### src/inc/cmmd_pkg.sv
`default_nettype none
package cmmd_pkg;
    // data space segment bounds
    localparam logic [15:0] CMMD_RAM_BASE = 16'h0000;
    localparam logic [15:0] CMMD_RAM_TOP = 16'h7FFF;
    localparam logic [15:0] CMMD_REG_BASE = 16'h8000;
    localparam logic [15:0] CMMD_REG_TOP = 16'hBFFF;
    localparam logic [15:0] CMMD_CMEM_BASE = 16'hC000;
    localparam logic [15:0] CMMD_CMEM_TOP = 16'hF3FF;
    // program store: two 64 kByte pages
    localparam int CMMD_PAGE_BITS = 1;
    localparam logic [7:0] CMMD_RDATA_RST = 8'h00;
    localparam logic CMMD_PAGE_RST = 1'b0;

    typedef enum logic [1:0] {
        CMMD_TGT_RAM,
        CMMD_TGT_REG,
        CMMD_TGT_CMEM,
        CMMD_TGT_NONE
    } cmmd_tgt_e;

    function automatic cmmd_tgt_e cmmd_decode(input logic [15:0] a);
        if (a <= CMMD_RAM_TOP) begin
            cmmd_decode = CMMD_TGT_RAM;
        end else if (a >= CMMD_REG_BASE && a <= CMMD_REG_TOP) begin
            cmmd_decode = CMMD_TGT_REG;
        end else if (a >= CMMD_CMEM_BASE && a <= CMMD_CMEM_TOP) begin
            cmmd_decode = CMMD_TGT_CMEM;
        end else begin
            cmmd_decode = CMMD_TGT_NONE;
        end
    endfunction
endpackage
`default_nettype wire

### src/cmmd_rdmux.sv
`timescale 1ns/100ps
`default_nettype none
module cmmd_rdmux
    import cmmd_pkg::*;
(
    // clock and reset
    input wire logic sys_clk,
    input wire logic rst_n,
    // selection
    input wire logic rd_en,
    input wire cmmd_tgt_e tgt,
    input wire logic [7:0] ram_rdata,
    input wire logic [7:0] reg_rdata,
    input wire logic [7:0] cmem_rdata,
    // result
    output logic [7:0] rdata
);
    logic [7:0] rdata_reg;
    logic [7:0] rdata_next;

    always_comb begin
        rdata_next = rdata_reg;
        if (rd_en) begin
            case (tgt)
                CMMD_TGT_RAM: rdata_next = ram_rdata;
                CMMD_TGT_REG: rdata_next = reg_rdata;
                CMMD_TGT_CMEM: rdata_next = cmem_rdata;
                default: rdata_next = CMMD_RDATA_RST;
            endcase
        end
    end

    always_ff @(posedge sys_clk or negedge rst_n) begin
        if (!rst_n) begin
            rdata_reg <= CMMD_RDATA_RST;
        end else begin
            rdata_reg <= rdata_next;
        end
    end

    assign rdata = rdata_reg;
endmodule
`default_nettype wire

### src/cmmd_decoder.sv
`timescale 1ns/100ps
`default_nettype none
module cmmd_decoder
    import cmmd_pkg::*;
(
    // clock and reset
    input wire logic sys_clk,
    input wire logic nrst,
    // program fetch side
    input wire logic prog_rd,
    input wire logic [15:0] prog_addr,
    input wire logic prog_page,
    output logic prog_mem_rd,
    output logic [16:0] prog_mem_addr,
    // processor data side
    input wire logic data_rd,
    input wire logic data_wr,
    input wire logic [15:0] data_addr,
    input wire logic [7:0] data_wdata,
    output logic [7:0] data_rdata,
    // data RAM
    output logic ram_sel,
    output logic ram_wr,
    input wire logic [7:0] ram_rdata,
    // register bank
    output logic reg_sel,
    output logic reg_wr,
    input wire logic [7:0] reg_rdata,
    // common memory
    output logic cmem_sel,
    output logic cmem_wr,
    input wire logic [7:0] cmem_rdata,
    // shared address and write data
    output logic [15:0] tgt_addr,
    output logic [7:0] tgt_wdata
);
    ////////////////////////////////////////////////////////////////////
    // nrst is a pin: two flops keep its release clear of the edge
    logic rst_s1_reg;
    logic rst_s2_reg;
    logic rst_n;

    always_ff @(posedge sys_clk or negedge nrst) begin
        if (!nrst) begin
            rst_s1_reg <= 1'b0;
            rst_s2_reg <= 1'b0;
        end else begin
            rst_s1_reg <= 1'b1;
            rst_s2_reg <= rst_s1_reg;
        end
    end
    assign rst_n = rst_s2_reg;

    ////////////////////////////////////////////////////////////////////
    // program side: page bit becomes address bit 16
    // page source is outside this block; it is taken as given
    assign prog_mem_rd = prog_rd;
    assign prog_mem_addr = {prog_page, prog_addr};

    ////////////////////////////////////////////////////////////////////
    // data side is combinational so the targets see the cycle's request
    cmmd_tgt_e tgt;
    logic acc;

    assign tgt = cmmd_decode(data_addr);
    assign acc = data_rd | data_wr;
    // only the three segments exist here; buffers have no address
    assign ram_sel = acc && (tgt == CMMD_TGT_RAM);
    assign reg_sel = acc && (tgt == CMMD_TGT_REG);
    assign cmem_sel = acc && (tgt == CMMD_TGT_CMEM);
    // reserved range: no select, so no write reaches anything
    assign ram_wr = ram_sel & data_wr;
    assign reg_wr = reg_sel & data_wr;
    assign cmem_wr = cmem_sel & data_wr;
    assign tgt_addr = data_addr;
    assign tgt_wdata = data_wdata;

    ////////////////////////////////////////////////////////////////////
    // targets answer one cycle after select; data captured then
    logic rd_pend_reg;
    logic rd_pend_next;
    cmmd_tgt_e tgt_reg;
    cmmd_tgt_e tgt_next;

    always_comb begin
        rd_pend_next = data_rd;
        tgt_next = tgt;
    end

    always_ff @(posedge sys_clk or negedge rst_n) begin
        if (!rst_n) begin
            rd_pend_reg <= 1'b0;
            tgt_reg <= CMMD_TGT_NONE;
        end else begin
            rd_pend_reg <= rd_pend_next;
            tgt_reg <= tgt_next;
        end
    end

    cmmd_rdmux u_rdmux (
        .sys_clk(sys_clk),
        .rst_n(rst_n),
        .rd_en(rd_pend_reg),
        .tgt(tgt_reg),
        .ram_rdata(ram_rdata),
        .reg_rdata(reg_rdata),
        .cmem_rdata(cmem_rdata),
        .rdata(data_rdata)
    );

    ////////////////////////////////////////////////////////////////////
    // segment bounds, both directions, against the package limits except a_reg_range, which tests data_addr[15:14]
    a_ram_range: assert property (
        @(posedge sys_clk) disable iff (!rst_n)
        ram_sel |-> data_addr <= CMMD_RAM_TOP)
        else $error("ram selected outside its range");

    a_ram_cover: assert property (
        @(posedge sys_clk) disable iff (!rst_n)
        (acc && data_addr <= CMMD_RAM_TOP) |-> ram_sel)
        else $error("ram not selected inside its range");

    a_reg_range: assert property (
        @(posedge sys_clk) disable iff (!rst_n)
        (acc && data_addr[15:14] == 2'h2) |-> reg_sel)
        else $error("register bank not selected");

    a_reg_bound: assert property (
        @(posedge sys_clk) disable iff (!rst_n)
        reg_sel |->
        (data_addr >= CMMD_REG_BASE && data_addr <= CMMD_REG_TOP))
        else $error("register bank selected outside its range");

    a_cmem_range: assert property (
        @(posedge sys_clk) disable iff (!rst_n)
        (acc && data_addr >= CMMD_CMEM_BASE && data_addr <= CMMD_CMEM_TOP)
        |-> (cmem_sel && !ram_sel && !reg_sel))
        else $error("common memory not selected");

    a_cmem_bound: assert property (
        @(posedge sys_clk) disable iff (!rst_n)
        cmem_sel |->
        (data_addr >= CMMD_CMEM_BASE && data_addr <= CMMD_CMEM_TOP))
        else $error("common memory selected outside its range");

    // at most one target, and none unless the processor asks
    a_one_select: assert property (
        @(posedge sys_clk) disable iff (!rst_n)
        $onehot0({ram_sel, reg_sel, cmem_sel}))
        else $error("more than one target selected");

    a_idle_quiet: assert property (
        @(posedge sys_clk) disable iff (!rst_n)
        !acc |-> !(ram_sel || reg_sel || cmem_sel))
        else $error("target selected with no access");

    a_wr_strobe: assert property (
        @(posedge sys_clk) disable iff (!rst_n)
        (ram_wr || reg_wr || cmem_wr) |-> data_wr)
        else $error("target write strobe with no write");

    a_resv_quiet: assert property (
        @(posedge sys_clk) disable iff (!rst_n)
        (data_addr > CMMD_CMEM_TOP) |->
        !(ram_sel || reg_sel || cmem_sel || ram_wr || reg_wr || cmem_wr))
        else $error("reserved address selected a target");

    // read data lands two edges after the request and then stands
    a_resv_zero: assert property (
        @(posedge sys_clk) disable iff (!rst_n)
        (data_rd && data_addr > CMMD_CMEM_TOP) |-> ##2 data_rdata == 8'h00)
        else $error("reserved read did not return zero");

    a_ram_data: assert property (
        @(posedge sys_clk) disable iff (!rst_n)
        (data_rd && ram_sel) ##1 1'b1 |=> data_rdata == $past(ram_rdata))
        else $error("ram read data not returned");

    a_reg_data: assert property (
        @(posedge sys_clk) disable iff (!rst_n)
        (data_rd && reg_sel) ##1 1'b1 |=> data_rdata == $past(reg_rdata))
        else $error("register read data not returned");

    a_cmem_data: assert property (
        @(posedge sys_clk) disable iff (!rst_n)
        (data_rd && cmem_sel) ##1 1'b1 |=> data_rdata == $past(cmem_rdata))
        else $error("common memory read data not returned");

    a_rd_pend: assert property (
        @(posedge sys_clk) disable iff (!rst_n)
        data_rd |=> (rd_pend_reg && tgt_reg == $past(tgt)))
        else $error("read not captured for the answer cycle");

    a_rd_idle: assert property (
        @(posedge sys_clk) disable iff (!rst_n)
        !data_rd |=> !rd_pend_reg)
        else $error("read pending with no read request");

    a_rd_hold: assert property (
        @(posedge sys_clk) disable iff (!rst_n)
        !rd_pend_reg |=> $stable(data_rdata))
        else $error("read data changed with no read");

    a_rst_zero: assert property (
        @(posedge sys_clk)
        !rst_n |-> data_rdata == CMMD_RDATA_RST)
        else $error("read data not cleared in reset");

    // program side
    a_prog_page: assert property (
        @(posedge sys_clk) disable iff (!rst_n)
        prog_mem_addr[16] == prog_page && prog_mem_addr[15:0] == prog_addr)
        else $error("program page mapping wrong");
endmodule
`default_nettype wire

### config.mk
export PLATFORM = sky130hd
export DESIGN_NAME = cmmd_decoder
export DESIGN_NICKNAME = d
export VERILOG_FILES = /design/src/inc/cmmd_pkg.sv /design/src/cmmd_rdmux.sv /design/src/cmmd_decoder.sv
export SDC_FILE = /design/constraint.sdc
export NUM_CORES = 1
export LEC_CHECK = 0
export BUFFER_PORTS_ARGS = -buffer_cell sky130_fd_sc_hd__buf_2
export CAP_MARGIN = 15
export CORE_MARGIN = 3
export CORE_UTILIZATION = 33
export CTS_BUF_LIST = sky130_fd_sc_hd__clkbuf_16
export DETAILED_ROUTE_END_ITERATION = 12
export MAX_ROUTING_LAYER = met4
export PLACE_DENSITY = 0.81
export REMOVE_ABC_BUFFERS = 1
export SETUP_SLACK_MARGIN = 0.4
export SLEW_MARGIN = 20
export SYNTH_ARGS = -nofsm -noshare
export SYNTH_HDL_FRONTEND = slang
export SYNTH_HIERARCHICAL = 1
export SYNTH_SLANG_ARGS = --single-unit
### constraint.sdc
create_clock -name sys_clk -period 0.8 [get_ports sys_clk]
set_input_delay 0.16 -clock sys_clk [delete_from_list [all_inputs] [get_ports sys_clk]]
set_output_delay 0.16 -clock sys_clk [all_outputs]
set_load 0.01 [all_outputs]
Word level (Yosys, flattened, before mapping):

Cells that the tools add are included.

* add/subtract/negate cells: 0
* div/mod/pow operators: 0
* eq/ne operators: 4
* bitwise logic cells: 4
* muxes and demuxes: 4
* multipliers: 0
* shift-type cells: 0
* reduce and logical (&&, ||, !) cells: 7
* magnitude comparators: 5

Operator list (number)
* $ge A16 B16 Y1 const B: 2
* $le A16 B16 Y1 const B: 2
* $pmux W8 S3: 1
* $le A16 B15 Y1 const B: 1
* $logic_and A1 B1 Y1: 5
* $eq A2 B1 Y1 const B: 2
* $eq A2 B2 Y1 const B: 2
* $logic_not A2 Y1: 2
* $mux W2: 2
* $and A1 B1 Y1: 3
* $mux W1: 1
* $or A1 B1 Y1: 1

* memory bits (writable): 0
* output and inout bits: 56
* bits in latches: 0
* memories kept: 0
* input bits: 70
* register bits: 13
* logic and storage cells: 29
* ROM bits: 0

Depth between registers and ports, before layout:

Gate-level depths: netlist (run 1).

* word-level depth: 8
* gate-level depth with buffers: 4
* depth with buffers taken out: 2

By module:

The synthesis (run 1) kept the hierarchy.

Modules (own cells, without submodules)
* cmmd_rdmux: area each 525.5 sq um, times used 1, sequential area each 200.2 sq um, cells each 47
* cmmd_decoder: area each 519.2 sq um, times used 1, sequential area each 127.6 sq um, cells each 58

Worst setup path after synthesis (run 1):

No wires, ideal clock.

* path kind: reg2reg
* from: reg tgt_reg[1]
* to: reg u_rdmux.rdata_reg[0], in the netlist u_rdmux/rdata[0]
* setup slack: -344 ps
* required time: 663 ps
* arrival: 1006 ps
* library setup time: 137 ps
* buffers on the path: 2
* period minus slack after synthesis: 1144 ps
* stages on the path, launching flop included: 5
* cell sequence: dfstp_2 buf_6 buf_8 mux2i_1 o221ai_1

* word-level cells in the longest chain between the ends: 2
* elaborated cells between the ends (all ways): 4
* classes of those cells: eq/ne (2); mux (1); reduce/logical (1)

RTL lines
* start, declared: RTL line cmmd_decoder.sv:82 `cmmd_tgt_e tgt_reg;`
* start signal, assigned: RTL line cmmd_decoder.sv:96 `tgt_reg <= tgt_next;`
* $eq A2 B2 Y1 (tied with other cells): RTL line cmmd_rdmux.sv:24 `case (tgt)`
* $pmux W8 S3 (*): RTL line cmmd_rdmux.sv:24
* end signal, assigned: RTL line cmmd_rdmux.sv:37 `rdata_reg <= rdata_next;`
* end, declared: RTL line cmmd_rdmux.sv:18 `logic [7:0] rdata_reg;`

Mark *: on every way between the ends. The rest lies on a longest branch, timed or not.
A chain may end at the register's enable or synchronous reset.

Final worst setup path (run 1):

* from: reg tgt_reg[1]
* to: reg u_rdmux.rdata_reg[6], in the netlist u_rdmux/rdata[6]

Same word-level chain as after synthesis.

==> flow_metrics.tcl, run 1 <==
set metrics [dict create \
    grt_use_total_pct 20.2 \
    hp-class "primary input to register" \
    synth_cell_type_count 21 \
    met3_wirelength_um 888 \
    violations "setup timing" \
    io_pins 126 \
    vias 854 \
    largest_reg_flops 8 \
    grt_max_degree 9 \
    cp_slowest_cell "dfstp_2" \
    synth-xor-area-share_pct 0 \
    synth_compound_area_share_pct 8.14 \
    synth_seq_cells 13 \
    synth_edf_count 0 \
    grt_pass1_wl_mm 5.57 \
    synth_cells 105 \
    synth_top_area_share_pct 30.9 \
    start_util_pct 36.3 \
    wl_met1_mm 1.45 \
    dp_hpwl_mm 3.06 \
    crit-reg2reg-launch "tgt_reg[1]" \
    drc 0 \
    yosys_warnings 6 \
    status "finished with violations" \
    ir_worst_vdd_uv 1170 \
    startpoint "tgt_reg[1]" \
    yosys_most_used_dff "dfrtp_1" \
    ys_async_sr_fraction_pct 100 \
    setup_viol 21 \
    antenna_found_initial 0 \
    max_clock_freq_mhz 879 \
    finalCriticalPeriod_ps 1140 \
    clkSinkCount 13 \
    cts_buffer_depth 2 \
    core_area_um2 2880 \
    dp.cells 164 \
    dieArea_um2 3880 \
    min-delay-start "data_rd" \
    finClkSkew_ps 0.681 \
    grt_pass1_vias 937 \
    synth-adder-area-share_pct 0 \
    cp.arrival_ps 1250 \
    power.share.clock_pct 40.0 \
    cts_root_buf "clkbuf_16" \
    met2RoutedLength_mm 1.52 \
    wirelength_mm 3.86 \
    drtIter0Drc 15 \
    cts_max_level 1 \
    fp-row-count 19 \
    drive_gt1_share_pct 65.2 \
    fin_cells 180 \
    num-fill-cells 278 \
    r2r-end "u_rdmux/rdata[6]" \
    synth.area.top_cells "buf_4 (31%), dfrtp_1 (26%), mux2i_1 (7.7%), nand4b_1 (6.7%), o221ai_1 (6.7%)" \
    portBuffers 53 \
    drv_cap 0 \
    path_cells "buf_12 > mux2i_1 > o221ai_1" \
    syn_avg_cell_area_um2 9.95 \
    drtPass1Iterations 4 \
    crit_path_max_incr_delay_ps 550 \
    final_hold_viol_count 0 \
    synthesis.area_um2 1040 \
    grt_setup_unrepaired "true" \
    worst_slack_ps -338 \
    crit_type "register to register" \
    yosysTopAreaCell "buf_4" \
    finalPower_w 0.00231 \
    r2r_cells 3 \
    ys_top_cells_by_count "buf_4 (43), dfrtp_1 (11)" \
    cts_buffers 3 \
    grt-ovfl-total 0 \
    die_width_um 62.3 \
    synth_mux_area_share_pct 7.66 \
    synth_top_family_by_area "buffers and inverters" \
    fp.dieH_um 62.3 \
    ant_nets 0 \
    min_to "rd_pend_reg" \
    holdPathStages 2 \
    placed_cell_area_um2 1090 \
    power_frac_comb_pct 26.7 \
    drv_slew 0 \
    avgRoutedWirePerCell_um 21.4 \
    reg2reg_slack_ps -340 \
    clk_latency_ps 240 \
    p_seq_share_pct 33.3 \
    ys_seq_area_share_pct 31.4 \
    top_layer "met3" \
    final_util_pct 50.3 \
    synth-simple-area-share_pct 13.5 \
    critPathMaxFanout 8 \
    crit_path_start_kind "register" \
    cts_tree "done" \
    nets 209 \
    switchingPower_w 0.000548 \
    cellPowerDensity_nw_per_um2 1600 \
    n_antenna_cell 0 \
    intPower_w 0.00176 \
    yosysMostFrequentCell "buf_4" \
    swShare_pct 23.7 \
    whs_ps 123 \
    p_leak_nw 0.725 \
    path_clk_slew_ps 40 \
    crit_required_ps 910 \
    fin_area_um2 1450 \
    syn_to_final_growth_pct 38.4 \
    end_kind "register" \
    viasPerCell 4.74 \
    gp_congestion 0.684 \
    finalCritPeriodShare_pct 142 \
]
-- cell type report --
type / instances / area [um^2] / area share, %
Clock buffer: 3 / 75.1 / 5.19
Clock inverter: 1 / 3.75 / 0.260
Inverter: 8 / 30.0 / 2.08
Multi-Input combinational cell: 36 / 334 / 23.1
Sequential cell: 13 / 329 / 22.8
Tap cell: 42 / 52.6 / 3.63
Timing Repair Buffer: 77 / 622 / 43.0
-- worst max-delay path by stage --
stage,endpoint,slack [ps],cells past startpoint
detailed placement,u_rdmux/rdata[2],-360,3
global route,u_rdmux/rdata[7],-390,4
floorplan,u_rdmux/rdata[2],-320,2
global placement,u_rdmux/rdata[2],-310,3
finish,u_rdmux/rdata[6],-340,3
CTS,u_rdmux/rdata[6],-340,3
-- cell families after synthesis --
group / count (synthesis)
simple gates: 17
mux: 8
compound gates: 10
flops: 13
buf+inv: 56
other cells: 1
-- what timing repair did --
| action | in CTS | in global routing |
|---|---|---|
| endpoints found under the setup margin | 36 | 30 |
| pin swaps | 7 | 3 |
| resized for setup | 30 | 7 |
| hold endpoints to repair | 2 | 0 |
| cloned | 1 | 0 |
| hold buffers | 1 | 0 |
| setup buffers | 6 | 4 |
-- worst max-delay path, delay by kind of cell, from the launching register on --
family                 cells  cell delay, ps
AOI/OAI and AO/OA          1             110
buffers and inverters      1             140
DFF                        1             550
muxes                      1             200
-- stage by stage --
stage	setup slack (ps)	setup TNS (ps)
final	-338	-4020
after global routing	-387	-4790
after CTS	-342	-4040
after detailed placement	-358	-3300
after global placement	-306	-2890
after floorplan	-323	-2500
-- power by group through the flow --
stage / sequential, W / combinational (W) / clock (W)
after floorplan: 0.000826 / 0.000131 / 0
after global placement: 0.000779 / 0.000441 / 0
after detailed placement: 0.000781 / 0.000446 / 0
after CTS: 0.000771 / 0.000570 / 0.000943
after global routing: 0.000776 / 0.000668 / 0.000984
final: 0.000770 / 0.000617 / 0.000925
-- layout by cell type (no fill, tap or decap), drive strengths merged --
cell type / count
dfrtp: 11
buf: 76
nor2: 2
clkbuf: 3
dfstp: 2
o211ai: 1
and2b: 1
and3b: 2
a21boi: 1
conb: 1
mux2i: 8
inv: 9
o221ai: 8
nand2b: 1
nand4b: 8
and2: 1
dlygate4sd3: 1
nor3b: 1
and3: 1
-- layer usage --
| layer | vias to the layer above | track usage, % |
|---|---|---|
| met1 | 380 | 21.2 |
| met2 | 92 | 25.9 |
| met4 | 0 | 1.65 |
| li1 | 382 | - |
| met3 | 0 | 22.9 |
| met5 | - | - |
Note: power is estimated with default switching activity, not from simulation.
==> run 2: changes to the inputs <==
Settings changed: SETUP_SLACK_MARGIN 0.4 to 0.1.
==> run 2 against run 1 <==
Effect of this change: clock skew up 1.7 ps; clock power about the same; sequential share of layout area up 2.2 points; critical endpoint unchanged; the flow still finishes with violations (setup timing); largest power group unchanged; cell count down 2.8%; non-clock buffer count down 5; sequential power about the same.
==> flow_metrics.tcl, run 2 (synthesized netlist as in run 1, its figures left out) <==
set metrics [dict create \
    gp_congestion 0.684 \
    core_area_um2 2880 \
    whs_ps 99.4 \
    n_antenna_cell 0 \
    io_pins 126 \
    cellPowerDensity_nw_per_um2 1700 \
    antenna_found_initial 0 \
    reg2reg_slack_ps -340 \
    fp.dieH_um 62.3 \
    layout_commonest_cell "buf_2" \
    crit_path_start_kind "register" \
    clk_latency_ps 240 \
    end_kind "register" \
    grt_setup_unrepaired "true" \
    grt-ovfl-total 0 \
    dp_hpwl_mm 3.06 \
    crit_type "register to register" \
    grt_pass1_vias 914 \
    setup_viol 21 \
    die_width_um 62.3 \
    drive_gt1_share_pct 61.7 \
    drtPass1Iterations 2 \
    largest_reg_flops 8 \
    grt_max_degree 9 \
    max_clock_freq_mhz 876 \
    drv_slew 0 \
    cp.arrival_ps 1250 \
    grt_use_total_pct 19.7 \
    drc 0 \
    ant_nets 0 \
    finalCriticalPeriod_ps 1140 \
    syn_to_final_growth_pct 25.7 \
    avgRoutedWirePerCell_um 21.2 \
    cts_root_buf "clkbuf_16" \
    finalCritPeriodShare_pct 143 \
    dieArea_um2 3880 \
    viasPerCell 4.79 \
    post-place-ws_ps -358 \
    final_hold_viol_count 0 \
    drv_cap 0 \
    status "finished with violations" \
    cts_buffers 3 \
    clkSinkCount 13 \
    wirelength_mm 3.71 \
    layout_common_cells "buf_2 (46), buf_4 (14), dfrtp_1 (11)" \
    p_leak_nw 0.672 \
    critPathMaxFanout 8 \
    start_util_pct 36.3 \
    grt_pass1_wl_mm 5.43 \
    path_clk_slew_ps 40 \
    violations "setup timing" \
    worst_slack_ps -342 \
    ir_worst_vdd_uv 1170 \
    hp-class "register to asynchronous set/reset pin" \
    fp-row-count 19 \
    cts_max_level 1 \
    drtIter0Drc 17 \
    cts_buffer_depth 2 \
    vias 838 \
    crit_required_ps 910 \
    finClkSkew_ps 2.34 \
    cts_tree "done" \
    portBuffers 53 \
    nets 204 \
]
## run 2: layer usage
layer / GRT usage, % / wire, um / vias to the layer above
met5: - / 0 / -
met4: 1.65 / 0 / 0
met3: 22.9 / 904 / 0
met2: 25.4 / 1490 / 94
met1: 20.3 / 1320 / 376
li1: - / - / 368
## run 2: final timing paths
kind,from,to,depth (start not counted)
hold / removal,rst_n,rd_pend_reg,0
setup / recovery,tgt_reg[1],u_rdmux/rdata[6],3
hold reg to reg,rst_n,rd_pend_reg,0
max in group asynchronous,rst_n,u_rdmux/rdata[7],1
setup reg to reg,tgt_reg[1],u_rdmux/rdata[6],3
min in group sys_clk,data_rd,rd_pend_reg,2
## run 2: power breakdown
part / internal [W] / switching [W] / total, W
Clock: 0.000658 / 0.000267 / 0.000926
Combinational: 0.000315 / 0.000225 / 0.000539
Sequential: 0.000730 / 0.0000403 / 0.000771
Total: 0.00170 / 0.000532 / 0.00224
## run 2: critical path, stage by stage, from the launching register on
cell and delay [ps]:
dfstp_2 550, buf_12 140, mux2i_1 200, o221ai_1 120
## run 2: metrics by stage
step	setup TNS [ps]	instances	power, W	instance area, um^2	utilization [%]
6_report	-4040	175	0.00224	1310	45.7
5_1_grt	-4810	175	0.00235	1310	45.7
4_1_cts	-4040	173	0.00223	1290	44.9
3_5_place_dp	-3300	164	0.00123	1090	37.8
3_3_place_gp	-2890	164	0.00122	1090	37.8
2_1_floorplan	-2500	57	0.000957	668	-
## run 2: repair_timing
| item | 4_1_cts | 5_1_grt |
|---|---|---|
| hold buffers | 1 | 0 |
| resized for setup | 15 | 1 |
| endpoints found under the setup margin | 22 | 22 |
| gates cloned | 1 | 0 |
| buffers inserted | 3 | 2 |
| hold endpoints to repair | 2 | 0 |
| pin swaps | 6 | 3 |
## run 2: layout make-up
cell class / instances / area [um^2]
clock inverter: 1 / 3.75
timing repair buffer: 72 / 502
clock buffer: 3 / 75.1
inverter: 8 / 30.0
multi-input combinational: 36 / 323
fill: 294 / 1560
sequential: 13 / 328
tap: 42 / 52.6
